===== config.mk =====
export PLATFORM = sky130hd
export DESIGN_NAME = mdc_dispatch_ctrl
export DESIGN_NICKNAME = d
export VERILOG_FILES = /design/src/design/mdc_pkg.sv /design/src/design/mdc_dispatch_ctrl.sv /design/src/design/mdc_wait_timer.sv
export VERILOG_INCLUDE_DIRS = /design/src /design/src/design
export SDC_FILE = /design/constraint.sdc
export NUM_CORES = 1
export LEC_CHECK = 0
export BUFFER_PORTS_ARGS = -buffer_cell sky130_fd_sc_hd__buf_2
export CAP_MARGIN = 40
export CORE_UTILIZATION = 51
export CTS_BUF_LIST = sky130_fd_sc_hd__clkbuf_4
export CTS_CLUSTER_DIAMETER = 80
export DETAILED_ROUTE_END_ITERATION = 12
export PLACE_DENSITY = 0.82
export SLEW_MARGIN = 0
export SYNTH_ARGS = -nofsm -noshare
export SYNTH_HDL_FRONTEND = slang
export SYNTH_SLANG_ARGS = --single-unit
export TNS_END_PERCENT = 10

===== constraint.sdc =====
create_clock -name clk_sys -period 2.45 [get_ports clk_sys]
set_input_delay 0.49 -clock clk_sys [delete_from_list [all_inputs] [get_ports clk_sys]]
set_output_delay 0.49 -clock clk_sys [all_outputs]
set_load 0.005 [all_outputs]

===== src/design/mdc_defines.svh =====
// Purpose: constants of the master dispatch control block
// Assumes: 100 MHz system clock
// Notes: byte addresses on the register bus
`ifndef MDC_DEFINES_SVH
`define MDC_DEFINES_SVH

// register byte addresses
`define MDC_OFS_CTRL 12'hfa0
`define MDC_OFS_IRQ_STAT 12'hfa4
`define MDC_OFS_IRQ_MASK 12'hfa8

// control register field positions
`define MDC_PAR_HI 15
`define MDC_PAR_LO 14
`define MDC_EA_HI 13
`define MDC_EA_LO 12
`define MDC_EC_HI 11
`define MDC_EC_LO 10
`define MDC_BUSY_BIT 9
`define MDC_CANCEL_FRAME_DISPATCH_BIT 8
`define MDC_REQ_HI 7
`define MDC_REQ_LO 6
`define MDC_MANUAL_BIT 5
`define MDC_SIZE_HI 4
`define MDC_SIZE_LO 0

// reset values
`define MDC_CTRL_RST 16'h0000
`define MDC_IRQ_RST 4'h0

// interrupt status bit positions
`define MDC_IRQ_BTO 0
`define MDC_IRQ_BAD_MF 1
`define MDC_IRQ_TBL 2
`define MDC_IRQ_SF_TO 3

// timing
`define MDC_CLK_NS 10
`define MDC_BTO_NS 1300000
`define MDC_SF_WAIT_NS 43000

`endif


===== src/design/mdc_pkg.sv =====
// Purpose: types of the master dispatch control block
// Assumes: nothing
// Notes: link signals travel as packed structs
`default_nettype none
package mdc_pkg;

   // dispatch request field codes
   typedef enum logic [1:0] {
      MDC_REQ_NONE = 2'h0,
      MDC_REQ_AUTO = 2'h1,
      MDC_REQ_TIMED = 2'h2,
      MDC_REQ_EMPTY = 2'h3
   } mdc_req_t;

   // frame flow, gray coded along idle-send-check-wait
   typedef enum logic [1:0] {
      MDC_ST_IDLE = 2'h0,
      MDC_ST_SEND = 2'h1,
      MDC_ST_CHECK = 2'h3,
      MDC_ST_WAIT_SF = 2'h2
   } mdc_state_t;

   // events from transmitter, decoder, timer and arbitration
   typedef struct packed {
      logic mf_tx_start;
      logic mf_tx_done;
      logic mf_decoded;
      logic sf_expected;
      logic sf_rx;
      logic bad_mf;
      logic timer1_zero;
      logic tbl_done;
      logic [1:0] evt_round;
      logic [1:0] evt_done;
   } mdc_link_in_t;

   // orders to the transmitter and arbitration
   typedef struct packed {
      logic dispatch_go;
      logic manual_go;
      logic cancel_pulse;
      logic [4:0] table_size;
      logic [1:0] event_participation;
      logic [1:0] event_announce;
   } mdc_link_out_t;

endpackage
`default_nettype wire


===== src/design/mdc_dispatch_ctrl.sv =====
// Purpose: master dispatch control register and frame busy tracking
// Assumes: Avalon-MM slave, link events are one-cycle pulses
// Notes: interrupt status clears on read, a set in the same cycle wins
//
// Decided for this implementation: the Avalon-MM interface to the registers.
`include "mdc_defines.svh"
`default_nettype none
module mdc_dispatch_ctrl #(
   parameter int BTO_CYC = `MDC_BTO_NS / `MDC_CLK_NS,
   parameter int SF_WAIT_CYC = `MDC_SF_WAIT_NS / `MDC_CLK_NS,
   parameter int TW = 18
) (
   // clock and reset
   input wire logic clk_sys,
   input wire logic sys_rst,
   // avalon-mm slave
   input wire logic [11:0] avs_address,
   input wire logic avs_read,
   input wire logic avs_write,
   input wire logic [31:0] avs_writedata,
   input wire logic [3:0] avs_byteenable,
   output logic [31:0] avs_readdata,
   output logic avs_waitrequest,
   // link side
   input wire logic bus_master_enable,
   input wire mdc_pkg::mdc_link_in_t link_in,
   output mdc_pkg::mdc_link_out_t link_out,
   // interrupt
   output logic irq
);
   import mdc_pkg::*;

   localparam logic [TW-1:0] BTO_LOAD = TW'(BTO_CYC);
   localparam logic [TW-1:0] SF_LOAD = TW'(SF_WAIT_CYC);

   // register select by byte address
   function automatic logic reg_hit(input logic [11:0] addr, input logic [11:0] ofs);
      return addr == ofs;
   endfunction

   // bus handshake: one wait cycle, then the request is taken
   logic ack_r;
   logic req_any;
   logic take;
   logic wr_take;
   logic rd_capture;
   logic sel_ctrl;
   logic sel_stat;
   logic sel_mask;
   logic wr_lo;
   logic wr_hi;
   logic mask_wr;

   assign req_any = avs_read || avs_write;
   assign avs_waitrequest = req_any && !ack_r;
   assign take = req_any && ack_r;
   assign wr_take = take && avs_write;
   // read data and clear-on-read share the first edge, so no status set slips between them
   assign rd_capture = avs_read && !ack_r;

   assign sel_ctrl = reg_hit(avs_address, `MDC_OFS_CTRL);
   assign sel_stat = reg_hit(avs_address, `MDC_OFS_IRQ_STAT);
   assign sel_mask = reg_hit(avs_address, `MDC_OFS_IRQ_MASK);

   assign wr_lo = wr_take && sel_ctrl && avs_byteenable[0];
   assign wr_hi = wr_take && sel_ctrl && avs_byteenable[1];

   assign mask_wr = wr_take && sel_mask && avs_byteenable[0];

   always_ff @(posedge clk_sys) begin
      if (sys_rst) begin
         ack_r <= 1'b0;
      end else begin
         ack_r <= req_any && !ack_r;
      end
   end

   // write strobes per field
   logic [1:0] ea_wr;
   logic [1:0] ec_wr;
   logic cancel_frame_dispatch_wr;
   logic [1:0] req_wr;
   logic manual_wr;

   assign ea_wr = wr_hi ? avs_writedata[`MDC_EA_HI:`MDC_EA_LO] : 2'h0;
   assign ec_wr = wr_hi ? avs_writedata[`MDC_EC_HI:`MDC_EC_LO] : 2'h0;
   assign cancel_frame_dispatch_wr = wr_hi && avs_writedata[`MDC_CANCEL_FRAME_DISPATCH_BIT];
   assign req_wr = wr_lo ? avs_writedata[`MDC_REQ_HI:`MDC_REQ_LO] : 2'h0;
   assign manual_wr = wr_lo && avs_writedata[`MDC_MANUAL_BIT];

   // event announce and participation
   logic [1:0] ea_r;
   logic [1:0] ea_nxt;
   logic [1:0] par_r;
   logic [1:0] par_nxt;

   // announce only sets; cancel or a finished round clears it
   assign ea_nxt = (ea_r | ea_wr) & ~ec_wr & ~link_in.evt_done;
   // an announced type joins the round; the round's own set wins over cancel
   assign par_nxt = ((par_r & ~ec_wr) | (ea_r & link_in.evt_round)) & ~link_in.evt_done;

   always_ff @(posedge clk_sys) begin
      if (sys_rst) begin
         ea_r <= 2'h0;
         par_r <= 2'h0;
      end else begin
         ea_r <= ea_nxt;
         par_r <= par_nxt;
      end
   end

   // dispatch request field
   mdc_req_t req_r;
   mdc_req_t req_nxt;
   logic manual_r;
   logic manual_nxt;
   logic [4:0] size_r;
   logic tbl_evt;
   logic empty_done;
   logic auto_done;
   logic auto_run;

   // auto dispatch stays busy until its table ends or is cancelled
   assign auto_run = (req_r == MDC_REQ_AUTO);
   assign empty_done = (req_r == MDC_REQ_EMPTY) && link_in.timer1_zero;
   assign auto_done = auto_run && link_in.tbl_done;
   assign tbl_evt = !cancel_frame_dispatch_wr && (empty_done || auto_done);

   // one request at a time; cancel beats any write
   always_comb begin
      req_nxt = req_r;
      if (cancel_frame_dispatch_wr) begin
         req_nxt = MDC_REQ_NONE;
      end else if (req_r == MDC_REQ_NONE) begin
         req_nxt = mdc_req_t'(req_wr);
      end else if (req_r == MDC_REQ_TIMED && link_in.timer1_zero) begin
         req_nxt = MDC_REQ_AUTO;
      end else if (empty_done || auto_done) begin
         req_nxt = MDC_REQ_NONE;
      end
   end

   // manual request clears once its frame starts, or on cancel
   assign manual_nxt = cancel_frame_dispatch_wr ? 1'b0 :
      ((manual_r && !link_in.mf_tx_start) || manual_wr);

   always_ff @(posedge clk_sys) begin
      if (sys_rst) begin
         req_r <= MDC_REQ_NONE;
         manual_r <= 1'b0;
         size_r <= 5'h00;
      end else begin
         req_r <= req_nxt;
         manual_r <= manual_nxt;
         if (wr_lo) begin
            size_r <= avs_writedata[`MDC_SIZE_HI:`MDC_SIZE_LO];
         end
      end
   end

   // frame flow: send, decoder check, slave frame wait
   mdc_state_t st_r;
   mdc_state_t st_nxt;
   logic tmr_load;
   logic [TW-1:0] tmr_val;
   logic tmr_stop;
   logic tmr_exp;
   logic bto_evt;
   logic bad_evt;
   logic sf_to_evt;

   // a decode in the expiry cycle wins over the bus timeout
   assign bto_evt = (st_r == MDC_ST_CHECK) && tmr_exp && !link_in.bad_mf && !link_in.mf_decoded;
   assign bad_evt = (st_r == MDC_ST_CHECK) && link_in.bad_mf;
   assign sf_to_evt = (st_r == MDC_ST_WAIT_SF) && tmr_exp && !link_in.sf_rx;

   always_comb begin
      st_nxt = st_r;
      tmr_load = 1'b0;
      tmr_val = BTO_LOAD;
      tmr_stop = 1'b0;
      case (st_r)
         MDC_ST_IDLE: begin
            if (link_in.mf_tx_start) begin
               st_nxt = MDC_ST_SEND;
            end
         end
         // a frame on the wire is always finished, even after cancel
         MDC_ST_SEND: begin
            if (link_in.mf_tx_done) begin
               st_nxt = MDC_ST_CHECK;
               tmr_load = 1'b1;
               tmr_val = BTO_LOAD;
            end
         end
         // bad frame first, then decode, then bus timeout
         MDC_ST_CHECK: begin
            if (link_in.bad_mf) begin
               st_nxt = MDC_ST_IDLE;
               tmr_stop = 1'b1;
            end else if (link_in.mf_decoded && link_in.sf_expected) begin
               st_nxt = MDC_ST_WAIT_SF;
               tmr_load = 1'b1;
               tmr_val = SF_LOAD;
            end else if (link_in.mf_decoded) begin
               st_nxt = MDC_ST_IDLE;
               tmr_stop = 1'b1;
            end else if (tmr_exp) begin
               st_nxt = MDC_ST_IDLE;
            end
         end
         MDC_ST_WAIT_SF: begin
            if (link_in.sf_rx) begin
               st_nxt = MDC_ST_IDLE;
               tmr_stop = 1'b1;
            end else if (tmr_exp) begin
               st_nxt = MDC_ST_IDLE;
            end
         end
         default: begin
            st_nxt = MDC_ST_IDLE;
         end
      endcase
   end

   always_ff @(posedge clk_sys) begin
      if (sys_rst) begin
         st_r <= MDC_ST_IDLE;
      end else begin
         st_r <= st_nxt;
      end
   end

   // expiry pulses one cycle after the count ends; stop or load suppresses it
   mdc_wait_timer #(
      .W(TW)
   ) u_wait (
      .clk_sys(clk_sys),
      .sys_rst(sys_rst),
      .load(tmr_load),
      .load_val(tmr_val),
      .stop(tmr_stop),
      .running(),
      .expired(tmr_exp)
   );

   // busy covers the frame in flight and any running auto dispatch
   logic busy;
   logic frame_idle;

   assign frame_idle = (st_r == MDC_ST_IDLE);
   assign busy = !frame_idle || manual_r || auto_run;

   // orders to the transmitter; nothing new is sent while cancel is written
   logic cancel_r;

   assign link_out.dispatch_go = bus_master_enable && frame_idle && !cancel_frame_dispatch_wr &&
      auto_run;
   assign link_out.manual_go = bus_master_enable && frame_idle && !cancel_frame_dispatch_wr && manual_r;
   assign link_out.cancel_pulse = cancel_r;
   assign link_out.table_size = size_r;
   assign link_out.event_participation = par_r;
   assign link_out.event_announce = ea_r;

   // cancel reaches the transmitter one cycle after its write
   always_ff @(posedge clk_sys) begin
      if (sys_rst) begin
         cancel_r <= 1'b0;
      end else begin
         cancel_r <= cancel_frame_dispatch_wr;
      end
   end

   // interrupt status, mask and output
   logic [3:0] irq_set;
   logic [3:0] stat_r;
   logic [3:0] stat_nxt;
   logic [3:0] mask_r;
   logic stat_clr;

   assign irq_set[`MDC_IRQ_BTO] = bto_evt;
   assign irq_set[`MDC_IRQ_BAD_MF] = bad_evt;
   assign irq_set[`MDC_IRQ_TBL] = tbl_evt;
   assign irq_set[`MDC_IRQ_SF_TO] = sf_to_evt;

   // a set in the clearing cycle outlives the clear
   assign stat_clr = rd_capture && sel_stat;
   assign stat_nxt = (stat_clr ? 4'h0 : stat_r) | irq_set;
   assign irq = |(stat_r & mask_r);

   always_ff @(posedge clk_sys) begin
      if (sys_rst) begin
         stat_r <= `MDC_IRQ_RST;
         mask_r <= `MDC_IRQ_RST;
      end else begin
         stat_r <= stat_nxt;
         if (mask_wr) begin
            mask_r <= avs_writedata[3:0];
         end
      end
   end

   // read data; cancel bits and cancel-dispatch always read as zero
   logic [15:0] ctrl_view;
   logic [31:0] rd_mux;

   assign ctrl_view = {par_r, ea_r, 2'h0, busy, 1'b0, req_r, manual_r, size_r};

   always_comb begin
      if (sel_ctrl) begin
         rd_mux = {16'h0000, ctrl_view};
      end else if (sel_stat) begin
         rd_mux = {28'h0000000, stat_r};
      end else if (sel_mask) begin
         rd_mux = {28'h0000000, mask_r};
      end else begin
         rd_mux = 32'h00000000;
      end
   end

   always_ff @(posedge clk_sys) begin
      if (sys_rst) begin
         avs_readdata <= 32'h00000000;
      end else if (rd_capture) begin
         avs_readdata <= rd_mux;
      end
   end

endmodule
`default_nettype wire


===== src/design/mdc_wait_timer.sv =====
// Purpose: down counter that times one wait and reports expiry
// Assumes: load and stop are one-cycle pulses
// Notes: expired is a registered one-cycle pulse
`default_nettype none
module mdc_wait_timer #(
   parameter int W = 18
) (
   // clock and reset
   input wire logic clk_sys,
   input wire logic sys_rst,
   // control
   input wire logic load,
   input wire logic [W-1:0] load_val,
   input wire logic stop,
   // status
   output logic running,
   output logic expired
);

   logic [W-1:0] cnt_r;
   logic run_r;
   logic exp_r;
   logic last;

   assign last = run_r && (cnt_r == {{(W-1){1'b0}}, 1'b1});
   assign running = run_r;
   assign expired = exp_r;

   always_ff @(posedge clk_sys) begin
      if (sys_rst) begin
         cnt_r <= '0;
         run_r <= 1'b0;
         exp_r <= 1'b0;
      end else begin
         exp_r <= last && !stop && !load;
         if (load) begin
            cnt_r <= load_val;
            run_r <= 1'b1;
         end else if (stop || last) begin
            cnt_r <= '0;
            run_r <= 1'b0;
         end else if (run_r) begin
            cnt_r <= cnt_r - {{(W-1){1'b0}}, 1'b1};
         end
      end
   end

endmodule
`default_nettype wire


; ---- Word level (Yosys, flattened, before mapping)
; Cells that the tools add are included.
[totals]
register_bits = 76
out_inout_bits = 46
[op_classes]
add_sub_neg = 1
n_eq_ne = 12
mux = 35
bitwise = 11
n_reduce_logical = 54
[op_table]
columns = operator, count
row1 = 2-to-1 mux 18 bit, 3
row2 = 2-to-1 mux 17 bit, 3
row3 = "== test 12 bit, second input constant", 3
row4 = logical AND 1 bit, 31
row5 = 2-to-1 mux 2 bit, 13
row6 = "== test 18 x 1 -> 1 bit, second input constant", 1
row7 = "subtractor 18 x 1 -> 18 bit, second input constant", 1
row8 = 2-to-1 mux 16 bit, 1
row9 = 2-to-1 mux 4 bit, 3
row10 = AND 2 bit, 5
row11 = zero test 1 bit, 9
row12 = 2-to-1 mux 1 bit, 9
row13 = "== test 2 bit, second input constant", 4
row14 = case mux 2 bit (4 select lines), 1
row15 = logical OR 1 bit, 6
row16 = nonzero test 3 bit, 2
row17 = AND 4 bit, 1
row18 = "== test 2 x 1 -> 1 bit, second input constant", 2
row19 = zero test 2 bit, 2
row20 = "!= test 2 bit, second input constant", 2
row21 = NOT 2 bit, 2
row22 = OR 2 bit, 2
row23 = OR 4 bit, 1
row24 = case mux 1 bit (2 select lines), 2
row25 = other kinds (4), 4

; ---- Logic depth before layout (Yosys ltp)
[logic_depth]
ltp_word = 10
ltp_mapped = 8

; ---- Modules after synthesis
; A second synthesis with hierarchy kept.
[hier_totals]
hier_cells = 381
area_unflattened_um2 = 3170.5
[modules_own_cells]
columns = mod, n_inst, cells_per_inst, area_per_inst_um2, seq_area_each_um2
row1 = mdc_dispatch_ctrl, 1, 213, 1866.8, 740.7
row2 = mdc_wait_timer, 1, 168, 1303.8, 400.4

; ---- Least setup slack after synthesis
; OpenSTA, ideal clock, no wires.
[synth_timing]
path_type = input to output
startpoint = input port avs_address[1]
endpoint = output port link_out[11] (netlist name)
arrival_time_ps = 1616
required_ps = 1960
slack_ps = 344
path_stages = 5
n_path_buf = 0
cell_sequence = or4b_4 > nor3_4 > nand3_1 > nand3_1 > nor3_1
[synth_rtl]
columns = item, line
row1 = from (decl), mdc_dispatch_ctrl.sv:17  ; input wire logic [11:0] avs_address,
row2 = to (decl), mdc_dispatch_ctrl.sv:27  ; output mdc_pkg::mdc_link_out_t link_out,

==> results <==
- Setup violations remaining at the end of the flow were counted as 0.
- The worst ir drop on vdd is 0.000300 V.
- The number of buffers between clock root and the deepest sink is 2.
- The total count of max-transition violations in the final report is 0.
- The total number of yosys warnings is 0.
- The power consumption is 2.10 mW.
- On the critical path, the stage with the largest delay is an instance of sky130_fd_sc_hd__or4b_4.
- The register-to-register setup slack is 0.45 ns.
- TritonCTS built the clock tree.
- The number of cells upsized or downsized after cts is 0.
- The critical register-to-register path endpoint is u_wait.cnt_r[4]$_SDFFE_PP0P_.
- STA classifies the critical path endpoint as an output pin.
- The layer with the highest usage is met2.
- Across the run, the number of max-cap violations was 0.
- Global routing used 24.2% of the available tracks across all layers.
- The first global-routing pass estimated 11500 microns of wire.
- The worst setup path is launched from a primary input.
- The share of final-layout standard cells stronger than drive strength 1 is 22.9%.
- At the later pin of the worst-skew pair, clock insertion delay measures 0.40 ns.
- Summed over all nets, the switching power comes to 0.634 mW.
- The count of input and output buffers is 70.
- Entering global routing, the biggest net connects 47 pins.
- The HPWL after detailed placement is 5100 microns.
- In this run the post-CTS setup repair buffer count came out at 0.
- The flow ran to the end, and the final reports show no timing, DRC or antenna violations.
- Setup repair after global routing left no endpoint under its margin.
- The total number of cells along the worst setup path is 7.
- The critical path in this run is classified as primary input to output pin.
- The main flop type after synthesis is sky130_fd_sc_hd__dfxtp_1.
- The clock slew seen by the registers of the worst setup and hold paths is 0.10 ns.
- The number of buffers created by CTS is 9.
- The static leakage is 1.48 nW.
- In the routed design, unresolved DRC markers number 0.
- The post-detailed-routing wire length is 6960 microns.
- The number of hold violations in the final report is 0.
- The summed negative setup slack over all endpoints is 0 ns.
- For this run, the register share of the synthesized area comes to 38.2%.
- Setup slack on the critical path of the routed design comes to 0.215 ns.
- The share of async-settable or async-resettable flops after synthesis is 0%.
- The met2 global-route usage is 36.2%.
- Dividing total power by cell area gives a power density of 612 nW/um^2.
- The number of rows in the core area is 27.
- In this run the critical register-to-register path is launched from st_r[1]$_SDFFE_PP0P_.
- The area of the mapped netlist is 2990 sq um.
- The most critical setup path has its startpoint at avs_address[1].
- For this block, the via count after detailed routing is 2777.
- Internal power comes to 1.46 mW.
- The clock period could shrink to 2.24 ns.
- Yosys mapped a number of flops with a built-in enable equal to 0.
- The mean routed wirelength per cell is 13.7 microns.
- Along the worst path, the maximum fanout reaches 2.
- The final critical path takes up 91.2% of the cycle.
- The remaining number of nets flagged by the antenna check after routing is 0.
- After technology mapping, the gate count stands at 364.
- On the worst path, the slowest cell contributes a delay of 0.57 ns.
- For this run, the detailed router's first-pass iteration total came to 4.
- The weighted congestion reported at the end of routability-driven placement is 0.889.
- The number of antenna diodes in the final layout is 0.
- The combinational share of power is 20.5%.
- The pre-CTS setup slack is 0.122 ns.
- The core region is 5570 sq um.
- The number of global-route vias before repair is 2465.
- The final worst clock skew is 0.00882 ns.
- Measured in cells, the most critical reg-to-reg path has a length of 5.
- The worst max-slew margin expressed relative to the limit is 43.2%.
- The met3 capacity usage during global routing is 5.58%.
- After synthesis, the netlist uses 56 different library cells.
- In this run the vertical extent of the chip is 78.5 microns.
- The number of buffers and inverters on the critical path is 2.
- The area of the die is 6170 sq um.
- The critical path goes through buf_2 > or4b_4 > nor3_4 > nand3_1 > nand3_1 > nor3_1 > buf_2.
- The remaining global-route overflow is 0.
- Sequential cells burn 48.5% of the power.
- The synthesis-to-layout area growth is 14.7%.
- Net switching is 30.2% of the power.
- The number of fill cells is 495.
- The worst hold path belongs to the class primary input to flip-flop.
- The boundary pin count is 111.
- At the pin with the least slew margin, the transition time is 0.852 ns.
- For the worst setup path, the data arrival time is 1.75 ns.
- The number of nets in the layout is 498.
- The end point of the critical path is link_out[11].
- The worst hold slack after final layout is 0.262 ns.
- The global routing usage on met1 is 31.8%.
- The level count of the clock H-tree is 3.
- The filler-free cell count of the finished design is 508.
- The synthesized area per cell is 8.21 sq um.
- The cell class contributing the biggest share of worst-path delay is simple AND/OR/NAND/NOR gates.
- The detailed-route vias per instance is 5.47.
- Synthesis inferred 57 register bits.
- Per report_power, the clock group accounts for 31.0% of the total.
- The number of clock sinks is 57.
- The highest attainable clock frequency is 447 MHz.
- The cell at the root of the clock tree is sky130_fd_sc_hd__clkbuf_4.
- The die width is 78.5 microns.
- The total instance count after detailed placement is 492.
- The count of hold-fix buffers inserted at cts is 0.
- After the first detailed-routing iteration, the DRC count stood at 292.
- The starting density of the core is 53.6%.
- For the worst setup path, the data required time is 1.96 ns.
- The number of antenna violations at the first check in global routing was 0.
layout by cell type (no fill, tap or decap), types with 3 or more instances in the layout:
cell type                   n
sky130_fd_sc_hd__xnor2_1    4
sky130_fd_sc_hd__buf_2     70
sky130_fd_sc_hd__buf_4      6
sky130_fd_sc_hd__nand3_1   20
sky130_fd_sc_hd__clkbuf_4  10
sky130_fd_sc_hd__o21a_1     4
sky130_fd_sc_hd__nand2_1   28
sky130_fd_sc_hd__a21oi_1   27
sky130_fd_sc_hd__nand4_1    5
sky130_fd_sc_hd__nor3_1    23
sky130_fd_sc_hd__mux2i_1   13
sky130_fd_sc_hd__o21ai_0    7
sky130_fd_sc_hd__nor2_1    49
sky130_fd_sc_hd__and3_1     4
sky130_fd_sc_hd__and2_1     4
sky130_fd_sc_hd__clkinv_1   5
sky130_fd_sc_hd__inv_1      7
sky130_fd_sc_hd__mux2_2     3
sky130_fd_sc_hd__conb_1    19
sky130_fd_sc_hd__nor4_1     3
sky130_fd_sc_hd__a22oi_1   13
sky130_fd_sc_hd__xor2_1     5
sky130_fd_sc_hd__nor2b_1    4
sky130_fd_sc_hd__nand2b_1   4
sky130_fd_sc_hd__nand4b_1   4
sky130_fd_sc_hd__dfxtp_1   57
sky130_fd_sc_hd__or2_2      3
cells by family after synthesis:
group | count (synthesis) | synth area share [%]
adder cells (fa/ha/maj) | 2 | 0.837
AO/OA/AOI/OAI | 67 | 14.2
buffers and inverters | 45 | 8.79
multiplexers | 17 | 5.86
XOR/XNOR | 9 | 2.64
flip-flops | 57 | 38.2
other | 1 | 0.126
AND/OR/NAND/NOR | 166 | 29.4
area by class of cell:
| type | count | area, sq um | share of cell area (%) |
|---|---|---|---|
| clock buffer | 10 | 75.1 | 2.19 |
| tap | 72 | 90.1 | 2.63 |
| sequential | 57 | 1140 | 33.3 |
| clock inverter | 6 | 48.8 | 1.42 |
| inverter | 7 | 26.3 | 0.766 |
| timing repair buffer | 76 | 395 | 11.5 |
| multi-input combinational | 280 | 1650 | 48.2 |
how the worst min path moves through the flow:
stage                                  from                           end  cells after the start
6_report                         link_in[1]           par_r[1]$_SDFF_PP0_                      2
5_1_grt                          link_in[1]           par_r[1]$_SDFF_PP0_                      2
4_1_cts                          link_in[1]           par_r[1]$_SDFF_PP0_                      2
3_5_place_dp   avs_readdata[0]$_SDFFE_PP0P_  avs_readdata[0]$_SDFFE_PP0P_                      2
3_3_place_gp   avs_readdata[9]$_SDFFE_PP0P_  avs_readdata[9]$_SDFFE_PP0P_                      2
2_1_floorplan  avs_readdata[0]$_SDFFE_PP0P_  avs_readdata[0]$_SDFFE_PP0P_                      2
through the flow:
step                      util (%)  area [sq um]
after global placement        59.3          3300
final                         61.5          3430
after CTS                     61.5          3430
after floorplan                  -          3060
after global routing          61.5          3430
after detailed placement      59.3          3300
sequential cells by signal, summed over array words and instances (netlist names):
name / flops
u_wait.cnt_r: 18
avs_readdata: 13
size_r: 5
mask_r: 4
stat_r: 4
ea_r: 2
par_r: 2
req_r: 2
st_r: 2
ack_r: 1
cancel_r: 1
manual_r: 1
u_wait.expired: 1
u_wait.running: 1
power groups by stage:
stage               combinational, mW  clock, mW  sequential [mW]
finish                          0.429      0.651             1.02
global placement                0.414          0             1.04
floorplan                       0.345          0             1.02
CTS                             0.426      0.659             1.02
global route                    0.478      0.706             1.03
detailed placement              0.424          0             1.04
cell usage after synthesis, drive strengths merged (5+ instances only):
master	count	area (sq um)
nand2	29	116
nor3	24	131
a22oi	13	97.6
mux2i	13	130
xor2	5	43.8
o21ai	9	45.0
nand4b	5	50.0
buf	28	199
nor2	49	184
inv	7	26.3
clkbuf	10	37.5
nand4	5	31.3
a21oi	27	135
dfxtp	57	1140
nand3	20	100
routing by layer:
layer	wire, microns	vias up
li1	-	1384
met1	3110	1268
met2	3250	111
met3	419	14
met4	184	0
met5	0	-
worst register-to-register path, delay by kind of cell, from the launching register on:
| kind | cells | cell delay [ns] |
|---|---|---|
| AND/OR/NAND/NOR | 3 | 0.73 |
| AO/OA/AOI/OAI | 2 | 0.63 |
| flip-flops | 1 | 0.49 |
(Power assumes the default switching activity.)
